===== config.mk =====
export PLATFORM = sky130hd
export DESIGN_NAME = capacitive_sense_control
export DESIGN_NICKNAME = d
export VERILOG_FILES = /design/src/hw/sense_pkg.sv /design/src/hw/capacitive_sense_control.sv
export SDC_FILE = /design/constraint.sdc
export NUM_CORES = 1
export LEC_CHECK = 0
export BUFFER_PORTS_ARGS = -buffer_cell sky130_fd_sc_hd__buf_2
export CAP_MARGIN = 40
export CORE_MARGIN = 2
export CORE_UTILIZATION = 47
export DETAILED_ROUTE_END_ITERATION = 16
export PLACE_DENSITY = 0.78
export SYNTH_ARGS = -nofsm -noshare
export SYNTH_HDL_FRONTEND = slang
export SYNTH_SLANG_ARGS = --single-unit

===== constraint.sdc =====
create_clock -name i_core_clk -period 1.54 [get_ports i_core_clk]
set_input_delay 0.154 -clock i_core_clk [delete_from_list [all_inputs] [get_ports i_core_clk]]
set_output_delay 0.154 -clock i_core_clk [all_outputs]
set_load 0.03 [all_outputs]

===== src/hw/sense_pkg.sv =====
// Constants for the capacitive sense control block.
// Assumes an 8-bit register port with two registers at word indices 0 and 1.
package sense_pkg;
   // Register indices
   localparam logic [0:0] OFS_SENSE_CONTROL        = 1'h0;
   localparam logic [0:0] OFS_SENSE_CHANNEL_SELECT = 1'h1;
   // Control and channel register field positions
   localparam int BIT_MODULE_ENABLE   = 7;
   localparam int BIT_RANGE_SELECT    = 6;
   localparam int BIT_CURRENT_HI      = 3;
   localparam int BIT_CURRENT_LO      = 2;
   localparam int BIT_SOURCE_SINK     = 1;
   localparam int BIT_T0_EXT_SELECT   = 0;
   localparam int BIT_CHANNEL_HI      = 3;
   // Reset values
   localparam logic [7:0] RST_SENSE_CONTROL        = 8'h00;
   localparam logic [7:0] RST_SENSE_CHANNEL_SELECT = 8'h00;
   localparam logic [7:0] RST_READ_DATA            = 8'h00;
   // Current codes
   localparam logic [1:0] CUR_OFF_OR_NOISE = 2'h0;
   localparam logic [1:0] CUR_LOW          = 2'h1;
   localparam logic [1:0] CUR_MEDIUM       = 2'h2;
   localparam logic [1:0] CUR_HIGH         = 2'h3;
   // Channel codes and counts
   localparam int         NUM_CHANNELS     = 12;
   localparam logic [3:0] CHAN_LAST_SMALL  = 4'h7;
   localparam logic [3:0] CHAN_LAST_LARGE  = 4'hb;
   // Timer one clock source code for the sensing oscillator
   localparam logic [1:0] T1_SRC_SENSE_OSC = 2'h3;
   // Synchroniser depth
   localparam int         SYNC_STAGES      = 3;
endpackage


===== src/hw/capacitive_sense_control.sv =====
// Capacitive sense control: settings registers, channel select, oscillator status and timer clock steering.
// Assumes a single-cycle register port on i_core_clk; oscillator signals and the timer pin are asynchronous.
//
// Decided for this implementation: the placing of the registers and strobed register access.
`timescale 1ns/1ps
`default_nettype none

// Function
// - Enable bit switches oscillator, current and channels on
// - Range bit selects high or low thresholds
// - Unused bits ignore writes, read zero
// - Low range: code 00 off, else current
// - High range code 00: noise detection
// - High range codes select charge current
// - Status reads one when sourcing current
// - Select bit routes oscillator or pin
// - Internal clock: timer counts instruction tick
// - Channel codes 0-7 pick channels 0-7
// - Codes 8-11 only on large package
// - Disabled module connects no channel
// - All bits clear on every reset
// - Oscillator runs in sleep while enabled
// - Timer zero stops during sleep
// - Counting in sleep, evaluation awake
// - Timer one code 11 takes oscillator
module capacitive_sense_control #(
   parameter bit LARGE_PACKAGE = 1'b1
) (
   input  wire logic        i_core_clk,
   input  wire logic        i_rst_n,
   input  wire logic [0:0]  i_addr,
   input  wire logic [7:0]  i_wdata,
   input  wire logic        i_wr,
   input  wire logic        i_rd,
   input  wire logic        i_osc_source_sink,
   input  wire logic        i_osc_clk,
   input  wire logic        i_timer_zero_clock_pin,
   input  wire logic        i_timer_zero_clock_select,
   input  wire logic [1:0]  i_timer_one_clock_select,
   input  wire logic        i_instr_tick,
   input  wire logic        i_sleep,
   output logic [7:0]       o_rdata,
   output logic             o_sense_module_enable,
   output logic             o_reference_range_select,
   output logic             o_osc_run,
   output logic             o_charge_current_en,
   output logic             o_noise_detect,
   output logic [1:0]       o_current_level,
   output logic [11:0]      o_sense_pin_connect,
   output logic             o_timer_zero_tick,
   output logic             o_timer_one_tick
);

   typedef struct packed {
      logic        en;
      logic        rm;
      logic [1:0]  rng;
      logic        timer_zero_ext_source_select;
      logic [3:0]  chan;
      logic [7:0]  rdata;
      logic [2:0]  flag_sync;
      logic [2:0]  osc_sync;
      logic [2:0]  pin_sync;
      logic        flag;
      logic        osc_lvl;
      logic        pin_lvl;
      logic        t0_tick;
      logic        t1_tick;
      logic        osc_run;
      logic        cur_en;
      logic        noise;
      logic [1:0]  level;
      logic [11:0] connect;
   } state_t;

   state_t st_r;
   state_t st_nxt;
   logic   rst_meta_r;
   logic   rst_sync_r;

   // Reset release through two flops
   always_ff @(posedge i_core_clk or negedge i_rst_n) begin
      if (!i_rst_n) begin
         rst_meta_r <= 1'b0;
         rst_sync_r <= 1'b0;
      end else begin
         rst_meta_r <= 1'b1;
         rst_sync_r <= rst_meta_r;
      end
   end

   // One-hot channel connection from enable and code
   function automatic logic [11:0] chan_decode(input logic en, input logic [3:0] code);
      logic [3:0] last;
      chan_decode = 12'h000;
      last = LARGE_PACKAGE ? sense_pkg::CHAN_LAST_LARGE : sense_pkg::CHAN_LAST_SMALL;
      if (en && (code <= last)) begin
         chan_decode[code] = 1'b1;
      end
   endfunction

   // Filtered level: changes once the last two stages agree
   function automatic logic filt(input logic [2:0] s, input logic old);
      filt = (s[1] == s[2]) ? s[2] : old;
   endfunction

   logic ctrl_hit;
   logic chsel_hit;
   logic osc_edge;
   logic pin_edge;
   logic t0_src;

   always_comb begin
      st_nxt = st_r;
      ctrl_hit  = (i_addr == sense_pkg::OFS_SENSE_CONTROL);
      chsel_hit = (i_addr == sense_pkg::OFS_SENSE_CHANNEL_SELECT);

      // Register writes; unused bits are not stored
      if (i_wr && ctrl_hit) begin
         st_nxt.en    = i_wdata[sense_pkg::BIT_MODULE_ENABLE];
         st_nxt.rm    = i_wdata[sense_pkg::BIT_RANGE_SELECT];
         st_nxt.rng   = i_wdata[sense_pkg::BIT_CURRENT_HI:sense_pkg::BIT_CURRENT_LO];
         st_nxt.timer_zero_ext_source_select = i_wdata[sense_pkg::BIT_T0_EXT_SELECT];
      end
      if (i_wr && chsel_hit) begin
         st_nxt.chan = i_wdata[sense_pkg::BIT_CHANNEL_HI:0];
      end

      // Asynchronous inputs through three stages
      st_nxt.flag_sync = {st_r.flag_sync[1:0], i_osc_source_sink};
      st_nxt.osc_sync  = {st_r.osc_sync[1:0], i_osc_clk};
      st_nxt.pin_sync  = {st_r.pin_sync[1:0], i_timer_zero_clock_pin};
      st_nxt.flag      = filt(st_r.flag_sync, st_r.flag);
      st_nxt.osc_lvl   = filt(st_r.osc_sync, st_r.osc_lvl);
      st_nxt.pin_lvl   = filt(st_r.pin_sync, st_r.pin_lvl);

      // Read data, valid only in the cycle after the strobe
      st_nxt.rdata = sense_pkg::RST_READ_DATA;
      if (i_rd && ctrl_hit) begin
         st_nxt.rdata[sense_pkg::BIT_MODULE_ENABLE] = st_r.en;
         st_nxt.rdata[sense_pkg::BIT_RANGE_SELECT]  = st_r.rm;
         st_nxt.rdata[sense_pkg::BIT_CURRENT_HI:sense_pkg::BIT_CURRENT_LO] = st_r.rng;
         st_nxt.rdata[sense_pkg::BIT_SOURCE_SINK]   = st_r.flag;
         st_nxt.rdata[sense_pkg::BIT_T0_EXT_SELECT] = st_r.timer_zero_ext_source_select;
      end else if (i_rd && chsel_hit) begin
         st_nxt.rdata[sense_pkg::BIT_CHANNEL_HI:0] = st_r.chan;
      end

      // Oscillator mode from the new settings; sleep plays no part
      st_nxt.osc_run = st_nxt.en && (st_nxt.rm || (st_nxt.rng != sense_pkg::CUR_OFF_OR_NOISE));
      st_nxt.noise   = st_nxt.en && st_nxt.rm && (st_nxt.rng == sense_pkg::CUR_OFF_OR_NOISE);
      st_nxt.cur_en  = st_nxt.en && (st_nxt.rng != sense_pkg::CUR_OFF_OR_NOISE);
      st_nxt.level   = st_nxt.cur_en ? st_nxt.rng : sense_pkg::CUR_OFF_OR_NOISE;
      st_nxt.connect = chan_decode(st_nxt.en, st_nxt.chan);

      // Timer clock steering
      osc_edge = st_nxt.osc_lvl && !st_r.osc_lvl && st_r.osc_run;
      pin_edge = st_nxt.pin_lvl && !st_r.pin_lvl;
      if (i_timer_zero_clock_select) begin
         t0_src = st_r.timer_zero_ext_source_select ? osc_edge : pin_edge;
      end else begin
         t0_src = i_instr_tick;
      end
      st_nxt.t0_tick = t0_src && !i_sleep;
      st_nxt.t1_tick = osc_edge && (i_timer_one_clock_select == sense_pkg::T1_SRC_SENSE_OSC);
   end

   always_ff @(posedge i_core_clk or negedge rst_sync_r) begin
      if (!rst_sync_r) begin
         st_r <= '0;
      end else begin
         st_r <= st_nxt;
      end
   end

   assign o_rdata                  = st_r.rdata;
   assign o_sense_module_enable    = st_r.en;
   assign o_reference_range_select = st_r.rm;
   assign o_osc_run                = st_r.osc_run;
   assign o_charge_current_en      = st_r.cur_en;
   assign o_noise_detect           = st_r.noise;
   assign o_current_level          = st_r.level;
   assign o_sense_pin_connect      = st_r.connect;
   assign o_timer_zero_tick        = st_r.t0_tick;
   assign o_timer_one_tick         = st_r.t1_tick;
endmodule

`default_nettype wire


---- Yosys cells after proc, flatten, opt, wreduce, memory -nomap -nowiden ----
Index checks and enable logic that the tools add are counted.
word-level totals
  output and inout bits ................... 29
  logic and storage cells ................. 63
  input port bits ......................... 21
  flip-flop bits (word level) ............. 48
operators by class
  mux-type cells .......................... 13
  bitwise operators ....................... 1
  eq/ne operators ......................... 4
  reduce and logical (&&, ||, !) cells .... 21
  order comparisons ....................... 3
operators with widths
  operator              count
  $logic_and A1 B1 Y1   15
  $mux W12              1
  $mux W4               3
  $lt A4 B5 Y1 const B  1
  $mux W1               5
  $mux W5               1
  $demux W1 S4          1
  $ge A4 B1 Y1 const B  1
  $le A4 B4 Y1 const B  1
  $mux W2               2
  $eq A1 B1 Y1          3
  $logic_not A1 Y1      3
  $eq A2 B2 Y1 const B  1
  $logic_not A2 Y1      1
  $reduce_bool A2 Y1    1
  $logic_or A1 B1 Y1    1
  $not A1 Y1            1

---- Longest topological paths before layout ----
Gate-level depths: netlist (run 1).
  depth after elaboration ................. 7
  depth in mapped cells ................... 5
  gate-level depth less buffers ........... 4

---- Worst setup path after synthesis (run 1) ----
OpenSTA, ideal clock, no wires.
  path kind ............................... register to register
  from .................................... register st_r (netlist bit o_sense_module_enable)
  to ...................................... register st_r (netlist bit o_sense_pin_connect[0])
  clock period less this slack ............ 1,374 ps
  setup slack ............................. 166 ps
  path buffers ............................ 1
  stages on the path, launching flop included .. 5
  data arrival time ....................... 1,288 ps
  library setup time ...................... 86 ps
  data required time ...................... 1,454 ps
  path through ............................ dfrtp_1 buf_2 nor3b_1 nor3_4 nor3_1
RTL lines
  item                    line                             RTL
  from (decl)             capacitive_sense_control.sv:76   state_t st_r;
  from (signal assigned)  capacitive_sense_control.sv:172  st_r <= st_nxt;

==> results of run 1 <==
## kinds of logic (layout without fill, tap and decap cells)
| kind of cell | after synthesis | in the layout | synth area share [%] |
|---|---|---|---|
| muxes | 13 | 13 | 7.63 |
| AOI/OAI and AO/OA | 15 | 15 | 4.88 |
| and+or+nand+nor | 43 | 43 | 14.6 |
| adders and majority gates | 3 | 3 | 1.50 |
| other | 2 | 3 | 0.376 |
| buffers and inverters | 30 | 64 | 11.0 |
| DFF | 48 | 48 | 60.1 |
## power breakdown
part           switching [W]  internal, W  leakage (nW)  total (W)
Sequential         0.0000852      0.00136         0.604    0.00145
Clock               0.000410     0.000367        0.0516   0.000777
Combinational       0.000283     0.000168         0.474   0.000451
Total               0.000778      0.00190          1.13    0.00268
## layer usage
metal	GRT usage, %	vias to the layer above	part of all wire [%]
li1	-	586	-
met4	6.54	0	1.3
met3	5.23	6	4.5
met5	0	-	0
met2	24.0	30	51
met1	18.1	616	43
## flip-flops by register name, summed over array words and instances, names as in the netlist, 2 cells and up
name and count:
st_r 13, st_nxt 6, o_current_level 2, o_rdata 6, o_sense_pin_connect 12
## stage by stage
step / std cells / util (%) / hold slack (ns)
after floorplan: 155 / - / -0.142
after global placement: 226 / 52.3 / -0.0608
after detailed placement: 226 / 52.3 / -0.0581
after CTS: 239 / 55.9 / 0.0170
after global routing: 239 / 55.9 / 0.0255
final: 239 / 55.9 / 0.0252
## worst max-delay path by stage
stage	to	depth (start not counted)
after global routing	o_sense_pin_connect[11]	3
after floorplan	o_charge_current_en	0
after detailed placement	o_sense_pin_connect[8]	3
after global placement	o_sense_pin_connect[1]	3
after CTS	o_sense_pin_connect[8]	3
final	o_sense_pin_connect[9]	3
## layout make-up
| cell class | count | area, um^2 |
|---|---|---|
| timing repair buffer | 53 | 310 |
| inverter | 3 | 13.8 |
| clock buffer | 6 | 82.6 |
| multi-input combinational | 77 | 583 |
| sequential | 48 | 1200 |
| clock inverter | 2 | 13.8 |
| tap | 50 | 62.6 |
| fill | 339 | 1790 |
## critical path, delay by kind of cell, from the launching register on
kind / cells / cell delay, ns
AND/OR/NAND/NOR: 3 / 0.70
flip-flops: 1 / 0.50
## cells in the final DEF (no fill, tap or decap), types with 4 or more instances in the layout
cell,n
a31oi_1,4
and4b_1,4
buf_2,45
clkbuf_8,6
dfrtp_1,47
dlygate4sd3_1,5
mux2_2,8
mux2i_1,4
nand2_1,4
nor2b_1,4
nor3_1,12
o21ai_0,5
==> impl_metrics.csv, run 1 <==
group,metric,value,unit
outcome,status,"completed",
sta,finalSetupViolations,0,
synthesis,async_flop_share,100,%
power_and_ir_drop,leakage,1.13,nW
final_layout,nNetsFinal,209,
placed_design,dpl.hpwl,2370,um
synthesis,netlist_top_cells_count,"dfrtp_1 (48), buf_4 (23), nor3_1 (12), mux2_2 (8), o21ai_0 (5)",
global_route,grt_pass1_wl,5590,um
die,start_util,49.3,%
min_path,hp-class,"in -> reg",
synthesis,synth_cell_types,36,
synthesis,postSynthAreaPerCell,13.0,um^2
die,core-area,4060,um^2
sta,finalSetupTns,0,ns
sta,finClkSkew,0.00336,ns
synthesis,syn_inst,154,
placed_design,dp_slack,0.227,ns
critical_path,crit_start,"o_sense_module_enable",
synthesis,ys_warn_count,0,
min_path,min_from,"i_timer_zero_clock_select",
detailed_routing,drtIter0Drc,53,
die,die-area,4790,um^2
detailed_routing,vias,1238,
cts,insertion_delay,0.29,ns
synthesis,synth_area_leaders,"dfrtp_1 (60%), buf_4 (8.6%), mux2_2 (4.5%)",
detailed_routing,drcViolationCount,0,
sta,timing.final.crit_share,86.4,%
final_layout,design_area,2270,um^2
critical_path,reg2reg_slack,0.21,ns
synthesis,synth_area,2000,um^2
sta,setup_ws,0.209,ns
cts,cts_hold_buf,5,
power_and_ir_drop,finalPower,0.00268,W
power_and_ir_drop,powerDensity,1180,nW/um^2
die,ios,50,
global_route,grt_max_degree,29,
critical_path,cp.arrival,1.50,ns
synthesis,synth_area_leader_cell,"dfrtp_1",
sta,final-hold-violation-count,0,
synthesis,ys.flop_type,"dfrtp_1",
detailed_routing,viasPerCell,5.18,
cts,root_buffer,"clkbuf_8",
die,fp.dieH,69.2,um
critical_path,reg2regPathDepth,3,
final_layout,drive_above_1_share,37.0,%
critical_path,max_stage_delay,0.50,ns
critical_path,path_max_fanout,12,
global_route,overflow,0,
global_route,grt_pass1_vias,1220,
sta,fmaxAchievable,752,MHz
detailed_routing,final_antenna_net_count,0,
die,die_w,69.2,um
cts,postCtsResizedCells,0,
final_layout,area_delta_synth_final,13.5,%
cts,numCtsBuffers,5,
synthesis,ys_ff_latch,48,
critical_path,cp_cell_sequence,"and4b_1 > nor3_4 > nor3_1",
placed_design,placed_cell_area,2120,um^2
synthesis,synth_top_area_share,60.1,%
placed_design,port_buffers,45,
min_path,hold_path_end,"o_timer_zero_tick",
final_layout,diodes,0,
detailed_routing,wl,3340,um
power_and_ir_drop,irDropWorstVdd,0.000631,V
run,drv_cap,0,
critical_path,timing.rr.end,"o_sense_pin_connect[9]",
synthesis,yosysMostFrequentCell,"dfrtp_1",
global_route,grt_usage,14.9,%
sta,rsz0062_at_grt,"false",
min_path,worstHoldPathCells,2,
sta,maxSlewViolCount,0,
cts,cts.clk_slew.worst_paths,0.09,ns
critical_path,crit_slowest_cell,"dfrtp_1",
critical_path,critPathKind,"reg -> reg",
cts,post_cts_buffers,0,
cts,cts.sinks,48,
detailed_routing,first_pass_iters,4,
sta,min_period,1.33,ns
die,num_rows,23,
synthesis,synth-edff-count,0,
critical_path,required,1.71,ns
critical_path,r2r-start,"o_sense_module_enable",
critical_path,cp-end-kind,"register",
critical_path,start_kind,"register",
placed_design,gp_congestion,0.761,
cts,cts_buffer_depth,2,
cts,cts_tree,"yes",
detailed_routing,wire_per_inst,14.0,um
synthesis,ys_seq_area_share,60.1,%
global_route,grt_antenna_before_repair,0,
cts,htreeDepth,2,
No activity file was read; power rests on OpenSTA's default activity.
==> inputs of run 2 (changes only) <==
--- a/config.mk
+++ b/config.mk
@@ -7,10 +7,12 @@
 export LEC_CHECK = 0
 export BUFFER_PORTS_ARGS = -buffer_cell sky130_fd_sc_hd__buf_2
 export CAP_MARGIN = 40
+export CORE_ASPECT_RATIO = 0.5
 export CORE_MARGIN = 2
 export CORE_UTILIZATION = 47
 export DETAILED_ROUTE_END_ITERATION = 16
 export PLACE_DENSITY = 0.78
+export SKIP_CTS_REPAIR_TIMING = 1
 export SYNTH_ARGS = -nofsm -noshare
 export SYNTH_HDL_FRONTEND = slang
 export SYNTH_SLANG_ARGS = --single-unit
==> impl_metrics.csv, run 2 (synthesis results as in run 1) <==
group,metric,value,unit
detailed_routing,vias,1192,
sta,finalSetupTns,0,ns
final_layout,final_util,56.9,%
sta,holdWs,0.0447,ns
power_and_ir_drop,irDropWorstVdd,0.000388,V
final_layout,drive_above_1_share,37.4,%
cts,cts.sinks,48,
final_layout,nNetsFinal,210,
critical_path,cp.arrival,1.43,ns
sta,finalSetupViolations,0,
sta,rsz0062_at_grt,"false",
detailed_routing,final_antenna_net_count,0,
final_layout,largest_register,"st_r",
die,start_util,50.2,%
detailed_routing,wl,3240,um
power_and_ir_drop,powerDensity,1180,nW/um^2
critical_path,cp-end-kind,"register",
final_layout,final_common_cell,"dfrtp_1",
critical_path,reg2reg_slack,0.27,ns
sta,finClkSkew,0.00538,ns
sta,maxSlewViolCount,0,
placed_design,port_buffers,45,
critical_path,path_max_fanout,8,
cts,cts_tree,"yes",
critical_path,r2r-start,"st_r[41]",
die,core-area,3980,um^2
min_path,min_from,"i_timer_zero_clock_select",
detailed_routing,viasPerCell,4.89,
cts,cts.clk_slew.worst_paths,0.08,ns
final_layout,diodes,0,
critical_path,required,1.71,ns
critical_path,timing.rr.end,"o_sense_pin_connect[9]",
die,die-area,4820,um^2
die,ios,50,
final_layout,seq_area,1200,um^2
sta,maxSlewHeadroom,64.3,%
die,num_rows,16,
global_route,grt_pass1_vias,1152,
cts,cts_buffer_depth,2,
min_path,worstHoldPathCells,2,
global_route,overflow,0,
final_layout,final_cell_mix,"dfrtp_1 (47), buf_2 (45), nor3_1 (12)",
cts,insertion_delay,0.29,ns
cts,htreeDepth,2,
final_layout,multi_input_area,583,um^2
global_route,grt_usage,14.8,%
placed_design,gp_congestion,0.790,
cts,root_buffer,"clkbuf_8",
final_layout,area_delta_synth_final,13.5,%
die,fp.dieH,50.1,um
global_route,grt_max_degree,47,
sta,fmaxAchievable,790,MHz
sta,final-hold-violation-count,0,
run,drv_cap,0,
global_route,grt_antenna_before_repair,0,
power_and_ir_drop,finalPower,0.00267,W
critical_path,reg2regPathDepth,3,
sta,min_period,1.27,ns
final_layout,fillers,339,
placed_design,dp.cells,231,
die,die_w,96.2,um
sta,timing.final.crit_share,82.2,%
final_layout,largest_reg_flops,13,
final_layout,final_cells,244,
sta,worstMarginPinSlew,0.535,ns
placed_design,dpl.hpwl,2310,um
outcome,status,"completed",
power_and_ir_drop,leakage,1.13,nW
global_route,grt_pass1_wl,5260,um
cts,numCtsBuffers,5,
min_path,hp-class,"in -> reg",
detailed_routing,wire_per_inst,13.3,um
min_path,hold_path_end,"o_timer_zero_tick",
detailed_routing,first_pass_iters,3,
detailed_routing,drcViolationCount,0,
critical_path,start_kind,"register",
critical_path,critPathKind,"reg -> reg",
detailed_routing,drtIter0Drc,55,
run 2: area by class of cell:
type / count / share of cell area (%)
Tap cell: 54 / 2.98
Clock buffer: 6 / 3.64
Sequential cell: 48 / 53.0
Inverter: 3 / 0.607
Multi-Input combinational cell: 77 / 25.7
Timing Repair Buffer: 54 / 13.5
Clock inverter: 2 / 0.607
run 2: per-stage QoR:
stage          setup WS, ns  area [um^2]
2_1_floorplan         0.105         2000
3_3_place_gp          0.228         2120
3_5_place_dp          0.199         2120
4_1_cts               0.280         2220
5_1_grt               0.246         2270
6_report              0.275         2270
run 2: layer usage:
metal,track usage (%),share of wire [%],vias to the layer above
met5,0,0,-
li1,-,-,587
met4,5.24,0.62,0
met2,21.8,47,28
met3,4.43,5.7,5
met1,20.8,47,572
run 2: worst max-delay path, cell delays in order, from the launching register on:
cell      delay (ns)
dfrtp_1         0.42
and4bb_2        0.29
nor3_4          0.33
nor3_1          0.10
run 2: how the worst max path moves through the flow:
stage	from	endpoint
final	st_r[41]	o_sense_pin_connect[9]
after global routing	st_r[41]	o_sense_pin_connect[1]
after CTS	st_r[41]	o_sense_pin_connect[9]
after detailed placement	i_addr	o_sense_pin_connect[9]
after global placement	i_addr	o_sense_pin_connect[2]
after floorplan	rst_sync_r	o_charge_current_en
run 2: where the power goes:
| group | internal, W | total (W) | switching (W) |
|---|---|---|---|
| clock network | 0.000367 | 0.000767 | 0.000400 |
| logic | 0.000170 | 0.000468 | 0.000299 |
| registers | 0.00136 | 0.00143 | 0.0000681 |
| total | 0.00190 | 0.00267 | 0.000767 |
==> inputs of run 3 (changes only) <==
==> constraint.sdc (replaced) <==
create_clock -name i_core_clk -period 1.09 [get_ports i_core_clk]
set_input_delay 0.109 -clock i_core_clk [delete_from_list [all_inputs] [get_ports i_core_clk]]
set_output_delay 0.109 -clock i_core_clk [all_outputs]
set_load 0.03 [all_outputs]
==> impl_metrics.csv, run 3 (synthesis results as in run 1) <==
group,metric,value,unit
critical_path,cp-end-kind,"register",
die,fp.dieH,50.1,um
global_route,overflow,0,
die,start_util,50.2,%
placed_design,gp_congestion,0.769,
global_route,grt_max_degree,38,
detailed_routing,wire_per_inst,15.5,um
cts,cts.sinks,48,
critical_path,critPathKind,"reg -> reg",
placed_design,port_buffers,45,
power_and_ir_drop,irDropWorstVdd,0.000760,V
cts,insertion_delay,0.30,ns
final_layout,largest_reg_flops,13,
final_layout,seq_area,1200,um^2
final_layout,largest_register,"st_r",
sta,finClkSkew,0.0138,ns
sta,timing.final.crit_share,108,%
cts,htreeDepth,2,
detailed_routing,drtIter0Drc,59,
global_route,grt_pass1_vias,1292,
die,num_rows,16,
sta,setup_ws,-0.0836,ns
power_and_ir_drop,leakage,1.29,nW
run,drv_cap,0,
critical_path,path_max_fanout,8,
detailed_routing,drcViolationCount,0,
cts,root_buffer,"clkbuf_8",
placed_design,dpl.hpwl,2740,um
global_route,grt_pass1_wl,6040,um
detailed_routing,vias,1342,
detailed_routing,final_antenna_net_count,0,
critical_path,cp.arrival,1.35,ns
detailed_routing,first_pass_iters,4,
power_and_ir_drop,powerDensity,1570,nW/um^2
die,core-area,3980,um^2
detailed_routing,wl,4130,um
final_layout,multi_input_area,726,um^2
sta,fmaxAchievable,852,MHz
outcome,violations,"negative hold slack, negative setup slack",
die,die-area,4820,um^2
final_layout,diodes,0,
outcome,status,"finished, violations left",
die,ios,50,
sta,maxSlewViolCount,0,
sta,final-hold-violation-count,1,
die,die_w,96.2,um
min_path,hp-class,"in -> reg",
sta,rsz0062_at_grt,"true",
final_layout,area_delta_synth_final,31.4,%
sta,min_period,1.17,ns
final_layout,final_common_cell,"dfrtp_1",
sta,finalSetupViolations,12,
final_layout,final_cell_mix,"dfrtp_1 (46), buf_2 (43), buf_4 (21)",
critical_path,required,1.26,ns
cts,numCtsBuffers,5,
sta,holdWs,-0.000390,ns
detailed_routing,viasPerCell,5.05,
global_route,grt_antenna_before_repair,0,
power_and_ir_drop,finalPower,0.00411,W
cts,cts.clk_slew.worst_paths,0.10,ns
final_layout,fillers,288,
cts,cts_buffer_depth,2,
final_layout,drive_above_1_share,53.3,%
critical_path,start_kind,"register",
cts,cts_tree,"yes",
final_layout,nNetsFinal,232,
global_route,grt_usage,16.6,%
## run 3: cell count changes in the layout (fill, tap and decap cells not counted), moves of 2 or more
cell / change
nor3_2: +6
nor3_1: -10
a31oi_2: +3
a31oi_1: -4
buf_2: -2
buf_4: +17
nor3_4: +4
buf_6: +5
buf_12: +2
o21ai_0: -2
o21ai_1: +2
## run 3: final timing paths
path / start / to / slack, ns / cells after the start
max reg2reg: st_r[41] / o_sense_pin_connect[10] / -0.08 / 4
min reg2reg: rst_sync_r / o_reference_range_select / 0.12 / 0
max: st_r[41] / o_sense_pin_connect[10] / -0.08 / 4
min: i_timer_zero_clock_select / o_timer_zero_tick / -0.0004 / 2
min in group asynchronous: rst_sync_r / o_reference_range_select / 0.12 / 0
max in group asynchronous: rst_sync_r / st_r[40] / 0.52 / 1
## run 3: area by class of cell
type / count / area share, %
clock inverters: 2 / 0.524
multi-input cells: 77 / 27.6
flip-flops and latches: 48 / 45.8
well taps: 54 / 2.57
clock buffers: 6 / 3.14
repair buffers: 76 / 19.8
inverters: 3 / 0.524
## run 3: report_power, final
group          leakage (nW)  switching [W]  total, W  internal, W
Clock                0.0516       0.000580   0.00110     0.000519
Sequential            0.603      0.0000966   0.00202      0.00193
Combinational         0.631       0.000569  0.000990     0.000421
## run 3: layer usage
metal,GRT usage (%),vias to the layer above,routed length [um]
met5,0,-,0
met4,3.57,0,84
met3,4.59,8,206
met2,27.3,38,2130
met1,22.1,664,1710
li1,-,632,-
## run 3: through the flow
step / worst slack [ns] / area [um^2] / TNS, ns / utilization [%] / instances
final: -0.0836 / 2630 / -0.694 / 65.9 / 266
after global routing: -0.125 / 2630 / -1.30 / 65.9 / 266
after CTS: -0.118 / 2380 / -0.917 / 59.7 / 257
after detailed placement: -0.100 / 2280 / -0.645 / 57.3 / 249
after global placement: -0.0609 / 2280 / -0.451 / 57.3 / 249
after floorplan: -0.100 / 2020 / -0.749 / - / 155
## run 3: worst max-delay path: stages, from the launching register on
cell and delay, ns:
dfrtp_1 0.37, and4bb_2 0.26, nor3_4 0.21, buf_12 0.17
nor3_2 0.04
